[config.mk]
export PLATFORM = sky130hd
export DESIGN_NAME = reset_entry_exit_boot_vector
export DESIGN_NICKNAME = d
export VERILOG_FILES = /design/src/verilog/reset_seq_pkg.sv /design/src/verilog/reset_entry_exit_boot_vector.sv
export SDC_FILE = /design/constraint.sdc
export NUM_CORES = 1
export LEC_CHECK = 0
export ABC_AREA = 1
export BUFFER_PORTS_ARGS = -buffer_cell sky130_fd_sc_hd__buf_2
export CORE_UTILIZATION = 45
export CTS_CLUSTER_SIZE = 20
export DETAILED_ROUTE_END_ITERATION = 6
export GPL_TIMING_DRIVEN = 0
export HOLD_SLACK_MARGIN = 0.1
export PLACE_DENSITY_LB_ADDON = 0.15
export SYNTH_ARGS = -nofsm -noshare
export SYNTH_HDL_FRONTEND = slang
export SYNTH_SLANG_ARGS = --single-unit
export TNS_END_PERCENT = 20
[constraint.sdc]
create_clock -name core_clk -period 1.9 [get_ports core_clk]
set_input_delay 0.19 -clock core_clk [delete_from_list [all_inputs] [get_ports core_clk]]
set_output_delay 0.19 -clock core_clk [all_outputs]
set_load 0.005 [all_outputs]
[src/verilog/reset_seq_pkg.sv]
// Package: constants for the reset sequencer
package reset_seq_pkg;
    localparam int          NUM_SOURCES    = 8;
    localparam int          SRC_POWER_ON   = 0;
    localparam int          SRC_PIN        = 1;
    localparam int          SRC_COMPARATOR = 2;
    localparam int          SRC_SOFTWARE   = 3;
    localparam int          SRC_SUPPLY     = 4;
    localparam int          SRC_WATCHDOG   = 5;
    localparam int          SRC_MISS_CLK   = 6;
    localparam int          SRC_FLASH_ERR  = 7;
    localparam int          ADDR_W         = 16;
    localparam logic [7:0]  BOOT_MARKER    = 8'hA5;
    localparam logic [15:0] RESET_VECTOR   = 16'h0000;
    localparam logic [15:0] BOOT_VECTOR_DEF = 16'h3A00;
    localparam logic [15:0] SIG_ADDR_DEF   = 16'h3BFE;
    localparam logic [7:0]  PORT_LATCH_RST = 8'hFF;
    localparam logic [1:0]  CLK_SEL_INTERNAL = 2'h0;
    typedef enum logic [1:0] {ST_RESET, ST_FETCH_SIG, ST_WAIT_SIG, ST_RUN} seq_state_t;
endpackage

[src/verilog/reset_entry_exit_boot_vector.sv]
// Reset sequencer: gathers reset sources, holds the chip in reset, picks the start vector
`timescale 1ns/1ps
// Notes on behaviour
// - While reset is in force the core is halted and cannot execute.
// - During reset every module register returns to default, except power-on-only bits which keep their value on other resets.
// - While in reset all port pins are forced to a fixed known state.
// - Entering reset disables all interrupts and timers.
// - Reset never touches RAM contents.
// - Reset sets every port output latch to one with open-drain drivers.
// - Weak pull-ups are on during reset and after its release.
// - Power-on and supply-monitor resets drive the reset pin low until reset is left.
// - On leaving reset the program counter is loaded with the start vector and an internal oscillator is chosen.
// - On leaving reset the watchdog is enabled and, without a bootloader, fetch starts at zero.
// - Reset is entered on any of eight sources.
// - The flash byte before the lock byte is read; only the marker value means a bootloader is present.
// - With a bootloader present every reset starts at the bootloader vector.
// - Without a bootloader every reset starts at address zero.
// - A watchdog reset leaves the reset pin undriven.
module reset_entry_exit_boot_vector
    import reset_seq_pkg::*;
#(
    parameter logic [15:0] BOOT_VECTOR = reset_seq_pkg::BOOT_VECTOR_DEF,
    parameter logic [15:0] SIG_ADDR    = reset_seq_pkg::SIG_ADDR_DEF,
    parameter int          PORT_W      = 8
) (
    input  wire logic                                core_clk,
    input  wire logic                                reset,
    input  wire logic [reset_seq_pkg::NUM_SOURCES-1:0] source_req,
    input  wire logic                                reset_pin_n_in,
    input  wire logic [7:0]                          flash_rdata,
    input  wire logic                                flash_rvalid,
    output logic                                     flash_rd_reg,
    output logic [reset_seq_pkg::ADDR_W-1:0]         flash_addr_reg,
    output logic                                     reset_pin_n_out_reg,
    output logic                                     reset_pin_n_oe_reg,
    output logic                                     core_halt_reg,
    output logic                                     module_reset_reg,
    output logic                                     por_reset_reg,
    output logic                                     pc_load_reg,
    output logic [reset_seq_pkg::ADDR_W-1:0]         pc_start_reg,
    output logic [1:0]                               clk_sel_reg,
    output logic                                     watchdog_timer_enable_reg,
    output logic                                     irq_disable_reg,
    output logic                                     timer_disable_reg,
    output logic                                     ram_write_block_reg,
    output logic [PORT_W-1:0]                        port_latch_reg,
    output logic                                     port_open_drain_reg,
    output logic                                     port_pullup_en_reg,
    output logic                                     boot_present_reg,
    output logic [reset_seq_pkg::NUM_SOURCES-1:0]    reset_cause_reg
);
    import reset_seq_pkg::*;

    logic [NUM_SOURCES-1:0] src_meta_reg;
    logic [NUM_SOURCES-1:0] src_sync_reg;
    logic                   any_src;
    logic                   drive_pin;
    seq_state_t             state_reg;
    logic                   exit_now;
    logic                   pin_hold_reg;

    // Chip stays halted and quiet until the sequencer reaches the run state
    function automatic logic hold_state(input logic src, input seq_state_t st);
        return src || st != ST_RUN;
    endfunction

    function automatic logic marker_seen(input logic [7:0] sig);
        return sig == BOOT_MARKER;
    endfunction

    // Two-stage synchroniser; only the second stage is used by logic
    always_ff @(posedge core_clk) begin
        if (reset) begin
            src_meta_reg <= '1;
            src_sync_reg <= '1;
        end else begin
            src_meta_reg <= source_req | {{(NUM_SOURCES-1){1'b0}}, 1'b0};
            src_sync_reg <= src_meta_reg;
        end
    end

    assign any_src   = |src_sync_reg;
    assign drive_pin = src_sync_reg[SRC_POWER_ON] | src_sync_reg[SRC_SUPPLY];
    // Exit happens on the cycle the signature byte arrives with no source active
    assign exit_now  = !any_src && state_reg == ST_WAIT_SIG && flash_rvalid;

    always_ff @(posedge core_clk) begin
        if (reset) begin
            state_reg <= ST_RESET;
        // Any active source restarts the sequence
        end else if (any_src) begin
            state_reg <= ST_RESET;
        end else begin
            case (state_reg)
                ST_RESET:     state_reg <= ST_FETCH_SIG;
                ST_FETCH_SIG: state_reg <= ST_WAIT_SIG;
                ST_WAIT_SIG:  if (flash_rvalid) state_reg <= ST_RUN;
                default:      state_reg <= ST_RUN;
            endcase
        end
    end

    // Signature read from flash
    always_ff @(posedge core_clk) begin
        if (reset) begin
            flash_rd_reg   <= 1'b0;
            flash_addr_reg <= RESET_VECTOR;
        end else begin
            flash_rd_reg   <= !any_src && state_reg == ST_RESET;
            flash_addr_reg <= SIG_ADDR;
        end
    end

    always_ff @(posedge core_clk) begin
        if (reset) begin
            boot_present_reg <= 1'b0;
            pc_start_reg     <= RESET_VECTOR;
            pc_load_reg      <= 1'b0;
        end else begin
            pc_load_reg <= 1'b0;
            if (exit_now) begin
                boot_present_reg <= marker_seen(flash_rdata);
                pc_start_reg     <= marker_seen(flash_rdata) ? BOOT_VECTOR
                                                             : RESET_VECTOR;
                pc_load_reg      <= 1'b1;
            end
        end
    end

    // Reset-state controls, held until the start vector is loaded; module reset is held only until ST_RESET is left
    always_ff @(posedge core_clk) begin
        if (reset) begin
            core_halt_reg       <= 1'b1;
            module_reset_reg    <= 1'b1;
            irq_disable_reg     <= 1'b1;
            timer_disable_reg   <= 1'b1;
            ram_write_block_reg <= 1'b1;
        end else begin
            core_halt_reg       <= hold_state(any_src, state_reg);
            module_reset_reg    <= any_src || state_reg == ST_RESET;
            irq_disable_reg     <= hold_state(any_src, state_reg);
            timer_disable_reg   <= hold_state(any_src, state_reg);
            ram_write_block_reg <= hold_state(any_src, state_reg);
        end
    end

    // Power-on-only domain reset
    always_ff @(posedge core_clk) begin
        if (reset) begin
            por_reset_reg <= 1'b1;
        end else begin
            por_reset_reg <= src_sync_reg[SRC_POWER_ON];
        end
    end

    // Port pin state
    always_ff @(posedge core_clk) begin
        if (reset) begin
            port_latch_reg      <= {PORT_W{1'b1}};
            port_open_drain_reg <= 1'b1;
            port_pullup_en_reg  <= 1'b1;
        end else begin
            if (any_src || state_reg == ST_RESET) begin
                port_latch_reg      <= {PORT_W{1'b1}};
                port_open_drain_reg <= 1'b1;
            end
            port_pullup_en_reg <= 1'b1;
        end
    end

    // Pin stays driven from a power-on or supply reset until the start vector is loaded
    always_ff @(posedge core_clk) begin
        if (reset) begin
            pin_hold_reg <= 1'b1;
        end else if (drive_pin) begin
            pin_hold_reg <= 1'b1;
        end else if (any_src || exit_now) begin
            // Any other source, watchdog included, releases the pin
            pin_hold_reg <= 1'b0;
        end
    end

    // Reset pin is only ever pulled low; the pull-up gives the high level
    always_ff @(posedge core_clk) begin
        if (reset) begin
            reset_pin_n_out_reg <= 1'b0;
            reset_pin_n_oe_reg  <= 1'b1;
        end else begin
            reset_pin_n_out_reg <= 1'b0;
            reset_pin_n_oe_reg  <= drive_pin || pin_hold_reg;
        end
    end

    // Clock source falls back to the internal oscillator in reset
    always_ff @(posedge core_clk) begin
        if (reset) begin
            clk_sel_reg <= CLK_SEL_INTERNAL;
        end else if (any_src) begin
            clk_sel_reg <= CLK_SEL_INTERNAL;
        end
    end

    // Watchdog off while in reset, switched on at exit
    always_ff @(posedge core_clk) begin
        if (reset) begin
            watchdog_timer_enable_reg <= 1'b0;
        end else if (any_src) begin
            watchdog_timer_enable_reg <= 1'b0;
        end else if (exit_now) begin
            watchdog_timer_enable_reg <= 1'b1;
        end
    end

    // Latest reset cause, kept after exit
    always_ff @(posedge core_clk) begin
        if (reset) begin
            reset_cause_reg <= '0;
        end else if (any_src) begin
            reset_cause_reg <= src_sync_reg;
        end
    end
endmodule // reset_entry_exit_boot_vector

==> qor.yml, run 1 <==
status:
  status: "complete, no violations"
clock_network:
  post_cts_buffers: 0
  clock_sinks: 36
  cts_max_level: 2
  cts.reportedPaths.clkPinSlew_ns: 0.10
  clock_latency_ns: 0.33
  clockBufferDepth: 2
  cts_tree: "built"
  cts_buffers: 5
  root_buffer: "clkbuf_4"
drt:
  routed_wl_um: 2260
  ant_nets: 0
  initialDrtViolationCount: 13
  wl_per_cell_um: 7.47
  via_per_inst: 3.75
  drc: 0
  vias: 1136
  drtPass1Iterations: 4
yosys:
  synthSimpleGateAreaFrac_pct: 21.5
  yosys.area_share.adder_pct: 0
  yosys.area.top_type: "dfxtp_1"
  ys_seq_area_share_pct: 48.6
  synthMuxAreaShare_pct: 0
  synthTopCellsByArea: "dfxtp_1 49%, buf_4 24%, or2_2 7.2%, nor2_1 3.5%, nor2_4 3.0%"
  yosysMostFrequentCell: "buf_4"
  synthCells: 163
  netlist_area_um2: 1480
  synth_xor_area_share_pct: 0
  synthFlopType: "dfxtp_1"
  yosys_warnings: 0
  postSynthAreaPerCell_um2: 9.10
  synth_top_family_by_area: "buffers and inverters"
  synth_edf_count: 0
  synth.top_cell.area_share_pct: 48.6
  synth.distinct_cells: 17
  synth_common_cells: "47 x buf_4, 36 x dfxtp_1, 17 x or2_2, 14 x nor2_1, 10 x nand2_1"
  synthArstFlopShare_pct: 0
  synth_compound_area_share_pct: 2.70
  ys_ff_latch: 36
place:
  placedCellCount: 287
  routabilityCongestion: 0.653
  portBuffers: 53
  place_area_um2: 1900
  hpwl_um: 1700
worst_setup_path:
  max_stage_delay_ns: 0.53
  critical_path.cell_chain: "buf_4 -> buf_2"
  required_ns: 1.71
  critical_path_class: "reg2out"
  endpoint_kind: "primary output"
  cp_max_fo: 12
  cp-start-kind: "register"
  cp.arrival_ns: 1.13
  critPathSlowestCell: "dfxtp_1"
sta:
  fin_setup_tns_ns: 0
  hold_slack_ns: 0.130
  drv_slew: 0
  fin_crit_sh_pct: 69.3
  setup_violations: 0
  rsz0062_at_grt: "false"
  finalHoldViolations: 0
  clock_skew_ns: 0.00915
  fin_crit_ns: 1.32
  clock.fmax_ghz: 0.759
die:
  die_w_um: 59.4
  num_rows: 20
  core-area_um2: 3080
  pin_count: 84
  start_util_pct: 48.2
  die_h_um: 59.4
  die-area_um2: 3530
cells_and_area:
  fill_cells: 281
  utilization_pct: 66.5
  diodes: 0
  finalNetCount: 278
  instances_no_fill: 303
  design_area_um2: 2050
  area_delta_synth_final_pct: 38.0
  drive_above_1_share_pct: 52.1
global_route:
  grt_usage_pct: 13.5
  grt_max_degree: 13
  grt_first_pass_wirelength_um: 3400
  grt_pass1_vias: 806
  antenna_found_initial: 0
  globalRouteOverflowTotal: 0
flow_run:
  cap_viol_max_count: 0
power:
  pwr_density_cell_nw_per_um2: 667
  power.leakage_nw: 1.09
  intPower_w: 0.00107
  ir_worst_vdd_mv: 0.495
  power.switching_w: 0.000299
  p_seq_share_pct: 58.5
  pwr-share-clk_pct: 29.4
  combPwrFrac_pct: 12.1
  switching_share_pct: 21.9
worst_hold_path:
  hp-class: "in2reg"
-- area by class of cell --
type	count	area (um^2)	area share (%)
Buffer	49	362	17.7
Clock buffer	6	51.3	2.51
Clock inverter	2	10.0	0.489
Inverter	9	33.8	1.65
Multi-Input combinational cell	96	468	22.9
Sequential cell	36	721	35.2
Tap cell	44	55.1	2.69
Timing Repair Buffer	61	345	16.9
-- cells in the final DEF, fill, tap and decap left out --
cell / n
a21oi_1: 8
buf_2: 54
buf_4: 47
clkbuf_1: 1
clkbuf_4: 5
clkbuf_8: 1
clkinv_2: 2
conb_1: 29
dfxtp_1: 36
dlygate4sd3_1: 8
inv_1: 8
inv_2: 1
nand2_1: 10
nand2_2: 3
nand3_1: 6
nand4_1: 2
nor2_1: 14
nor2_2: 1
nor2_4: 4
nor3_1: 2
or2_2: 17
-- through the flow --
stage / setup WS, ns / power (W)
5_1_grt: 0.488 / 0.00144
2_1_floorplan: 0.889 / 0.000918
3_3_place_gp: 0.760 / 0.000966
4_1_cts: 0.551 / 0.00138
3_5_place_dp: 0.760 / 0.000967
6_report: 0.583 / 0.00136
-- final timing paths --
kind / startpoint / end / slack [ns] / depth (start not counted)
worst min register to register: src_meta_reg[2] / src_sync_reg[2] / 0.41 / 1
worst max register to register: src_sync_reg[7] / pc_start_reg[12] / 0.77 / 6
worst max-delay path: flash_addr_reg[12] / flash_addr_reg[4] / 0.58 / 2
worst min-delay path: reset / flash_addr_reg[12] / 0.13 / 2
-- power groups by stage --
stage               registers, W  logic [W]  clock network (W)
finish                  0.000798   0.000166           0.000401
global route            0.000802   0.000187           0.000456
CTS                     0.000798   0.000164           0.000417
detailed placement      0.000816   0.000151                  0
global placement        0.000816   0.000150                  0
floorplan               0.000816   0.000102                  0
-- worst max-delay path: cells and delay by family (launching register included) --
kind | cells | cell delay [ns]
buf+inv | 2 | 0.27
flops | 1 | 0.53
-- per-layer routing --
layer	GRT usage, %	routed length [um]	vias up
met2	23.6	1090	58
met1	13.6	851	457
met4	6.12	35	0
met5	0	0	-
met3	6.33	282	6
li1	-	-	615
-- repair_timing --
| item | CTS | global route |
|---|---|---|
| gates resized for setup | 0 | 0 |
| hold endpoints to repair | 8 | 0 |
| hold buffers | 8 | 0 |
-- cells by family (layout without fill, tap and decap cells) --
group           Yosys count  count (layout)
buf+inv                  58             127
flops                    36              36
simple gates             59              59
other cells               2              29
compound gates            8               8
(Power assumes the default switching activity.)
==> run 2, diff against run 1 <==
--- a/config.mk
+++ b/config.mk
@@ -7,7 +7,7 @@
 export LEC_CHECK = 0
 export ABC_AREA = 1
 export BUFFER_PORTS_ARGS = -buffer_cell sky130_fd_sc_hd__buf_2
-export CORE_UTILIZATION = 45
+export CORE_UTILIZATION = 43
 export CTS_CLUSTER_SIZE = 20
 export DETAILED_ROUTE_END_ITERATION = 6
 export GPL_TIMING_DRIVEN = 0
==> constraint.sdc (replaced) <==
create_clock -name core_clk -period 1.3 [get_ports core_clk]
set_input_delay 0.13 -clock core_clk [delete_from_list [all_inputs] [get_ports core_clk]]
set_output_delay 0.13 -clock core_clk [all_outputs]
set_load 0.005 [all_outputs]
==> run 2 against run 1 <==
  * Sequential power up 47%
  * Clock skew shrank 0.0017 ns
  * Critical path depth rose by 6
  * Non-clock buffer count up 2
  * Count of clock-buffer cells in the layout down 1
  * Utilization down 0.31 points
  * Design area grew 2.0%
  * Flip-flop and latch count unchanged
==> qor.yml, run 2 (synthesis results as in run 1) <==
status:
  status: "complete, no violations"
die:
  die-area_um2: 3690
  num_rows: 20
  die_w_um: 60.7
  die_h_um: 60.7
  start_util_pct: 47.0
  pin_count: 84
  core-area_um2: 3150
cells_and_area:
  seq_area_um2: 722
  utilization_pct: 66.2
  multiInputGateArea_um2: 468
  finalNetCount: 280
  area_delta_synth_final_pct: 40.7
  mostFrequentLayoutCell: "buf_2"
  fill_cells: 263
  mostFrequentLayoutCells: "54 x buf_2, 47 x buf_4, 35 x dfxtp_1, 29 x conb_1, 17 x or2_2"
  diodes: 0
  drive_above_1_share_pct: 52.1
global_route:
  grt.met1_usage_pct: 12.6
  grt_pass1_vias: 866
  grt_use_met2_pct: 24.8
  grt_most_used_layer: "met2"
  grt.met3_usage_pct: 4.90
  antenna_found_initial: 0
  grt_first_pass_wirelength_um: 3460
  globalRouteOverflowTotal: 0
  grt_usage_pct: 13.3
  grt_max_degree: 13
place:
  portBuffers: 53
  routabilityCongestion: 0.698
  hpwl_um: 1700
  pre_cts_ws_ns: 0.168
worst_hold_path:
  hold_depth: 6
  min_from: "flash_rdata[3]"
  hp-class: "in2reg"
  hold_path_end: "pc_start_reg[12]"
sta:
  finalHoldViolations: 0
  clock_skew_ns: 0.00744
  rsz0062_at_grt: "false"
  setup_slack_ns: 0.134
  clock.fmax_ghz: 0.857
  drv_slew: 0
  fin_crit_sh_pct: 89.7
  setup_violations: 0
  fin_crit_ns: 1.17
  hold_slack_ns: 0.187
  fin_setup_tns_ns: 0
drt:
  drc: 0
  ant_nets: 0
  via_per_inst: 3.69
  routed_wl_um: 2370
  initialDrtViolationCount: 9
  vias: 1126
  drtPass1Iterations: 3
  wl_per_cell_um: 7.78
worst_setup_path:
  max_stage_delay_ns: 0.54
  r2r_start: "src_sync_reg[7]"
  cp.arrival_ns: 1.40
  rr_worst_depth: 6
  rrSetupSlack_ns: 0.17
  cp-start-kind: "input pin"
  cp_max_fo: 7
  critPathSlowestCell: "dlygate4sd3_1"
  critical_path.cell_chain: "dlygate4sd3_1 -> buf_2 -> inv_2 -> nand2_2 -> nor2_4 -> nand2_1 -> nor2_2 -> inv_1"
  required_ns: 1.53
  timing.rr.end: "pc_start_reg[12]"
  critical_path_class: "in2reg"
  endpoint_kind: "register"
power:
  ir_worst_vdd_mv: 0.897
  total_power_w: 0.00216
  power.leakage_nw: 1.10
  pwr_density_cell_nw_per_um2: 1040
clock_network:
  cts_tree: "built"
  cts_max_level: 2
  clock_latency_ns: 0.32
  post_cts_buffers: 0
  root_buffer: "clkbuf_4"
  cts_buffers: 5
  cts.reportedPaths.clkPinSlew_ns: 0.11
  clockBufferDepth: 2
  clock_sinks: 36
flow_run:
  cap_viol_max_count: 0
run 2: changes by cell type in the layout (fill, tap and decap cells not counted):
cell / before / now
bufinv_16: 0 / 1
clkbuf_8: 1 / 0
clkinv_2: 2 / 1
clkinvlp_4: 0 / 1
dfxtp_1: 36 / 35
dfxtp_2: 0 / 1
dlygate4sd3_1: 8 / 10
run 2: layer usage:
layer  up-vias  part of all wire (%)  routed length [um]
met4         0                     0                   0
met5         -                     0                   0
met2        57                    50                1180
met3         0                    10                 249
li1        620                     -                   -
met1       449                    40                 943
run 2: area by class of cell:
cell class                 instances  area share (%)
buffer                            49            17.3
tap                               44            2.64
sequential                        36            34.6
clock inverter                     3            2.04
clock buffer                       5            1.80
inverter                           9            1.62
timing repair buffer              63            17.5
multi-input combinational         96            22.4
run 2: timing repair:
| item | in CTS | in global routing |
|---|---|---|
| endpoints found under the hold margin | 11 | 0 |
| endpoints found under the setup margin | 0 | 11 |
| hold buffers | 10 | 0 |
| gates resized for setup | 0 | 1 |
run 2: worst max-delay path by stage:
stage                       start                 to  slack [ns]  cells past startpoint
2_1_floorplan     src_sync_reg[7]   pc_start_reg[12]        0.29                      6
3_3_place_gp      src_sync_reg[7]   pc_start_reg[12]        0.16                      6
3_5_place_dp      src_sync_reg[7]   pc_start_reg[12]        0.17                      6
4_1_cts        flash_addr_reg[12]  flash_addr_reg[3]       0.007                      2
5_1_grt                     reset   pc_start_reg[12]        0.03                      9
6_report                    reset   module_reset_reg        0.13                      8
run 2: worst max-delay path, delay by kind of cell:
| family | cells | cell delay, ns |
|---|---|---|
| buf+inv | 4 | 0.83 |
| simple gates | 4 | 0.43 |
run 2: per-stage QoR:
stage	area, um^2	std cells
CTS	2080	305
finish	2090	305
global placement	1900	287
detailed placement	1900	287
floorplan	1580	190
global route	2090	305
run 2: where the power goes:
part	switching, W	leakage [nW]	internal, W	total, W
registers	0.0000221	0.298	0.00115	0.00117
logic	0.0000885	0.760	0.000160	0.000249
clock network	0.000345	0.0412	0.000401	0.000746
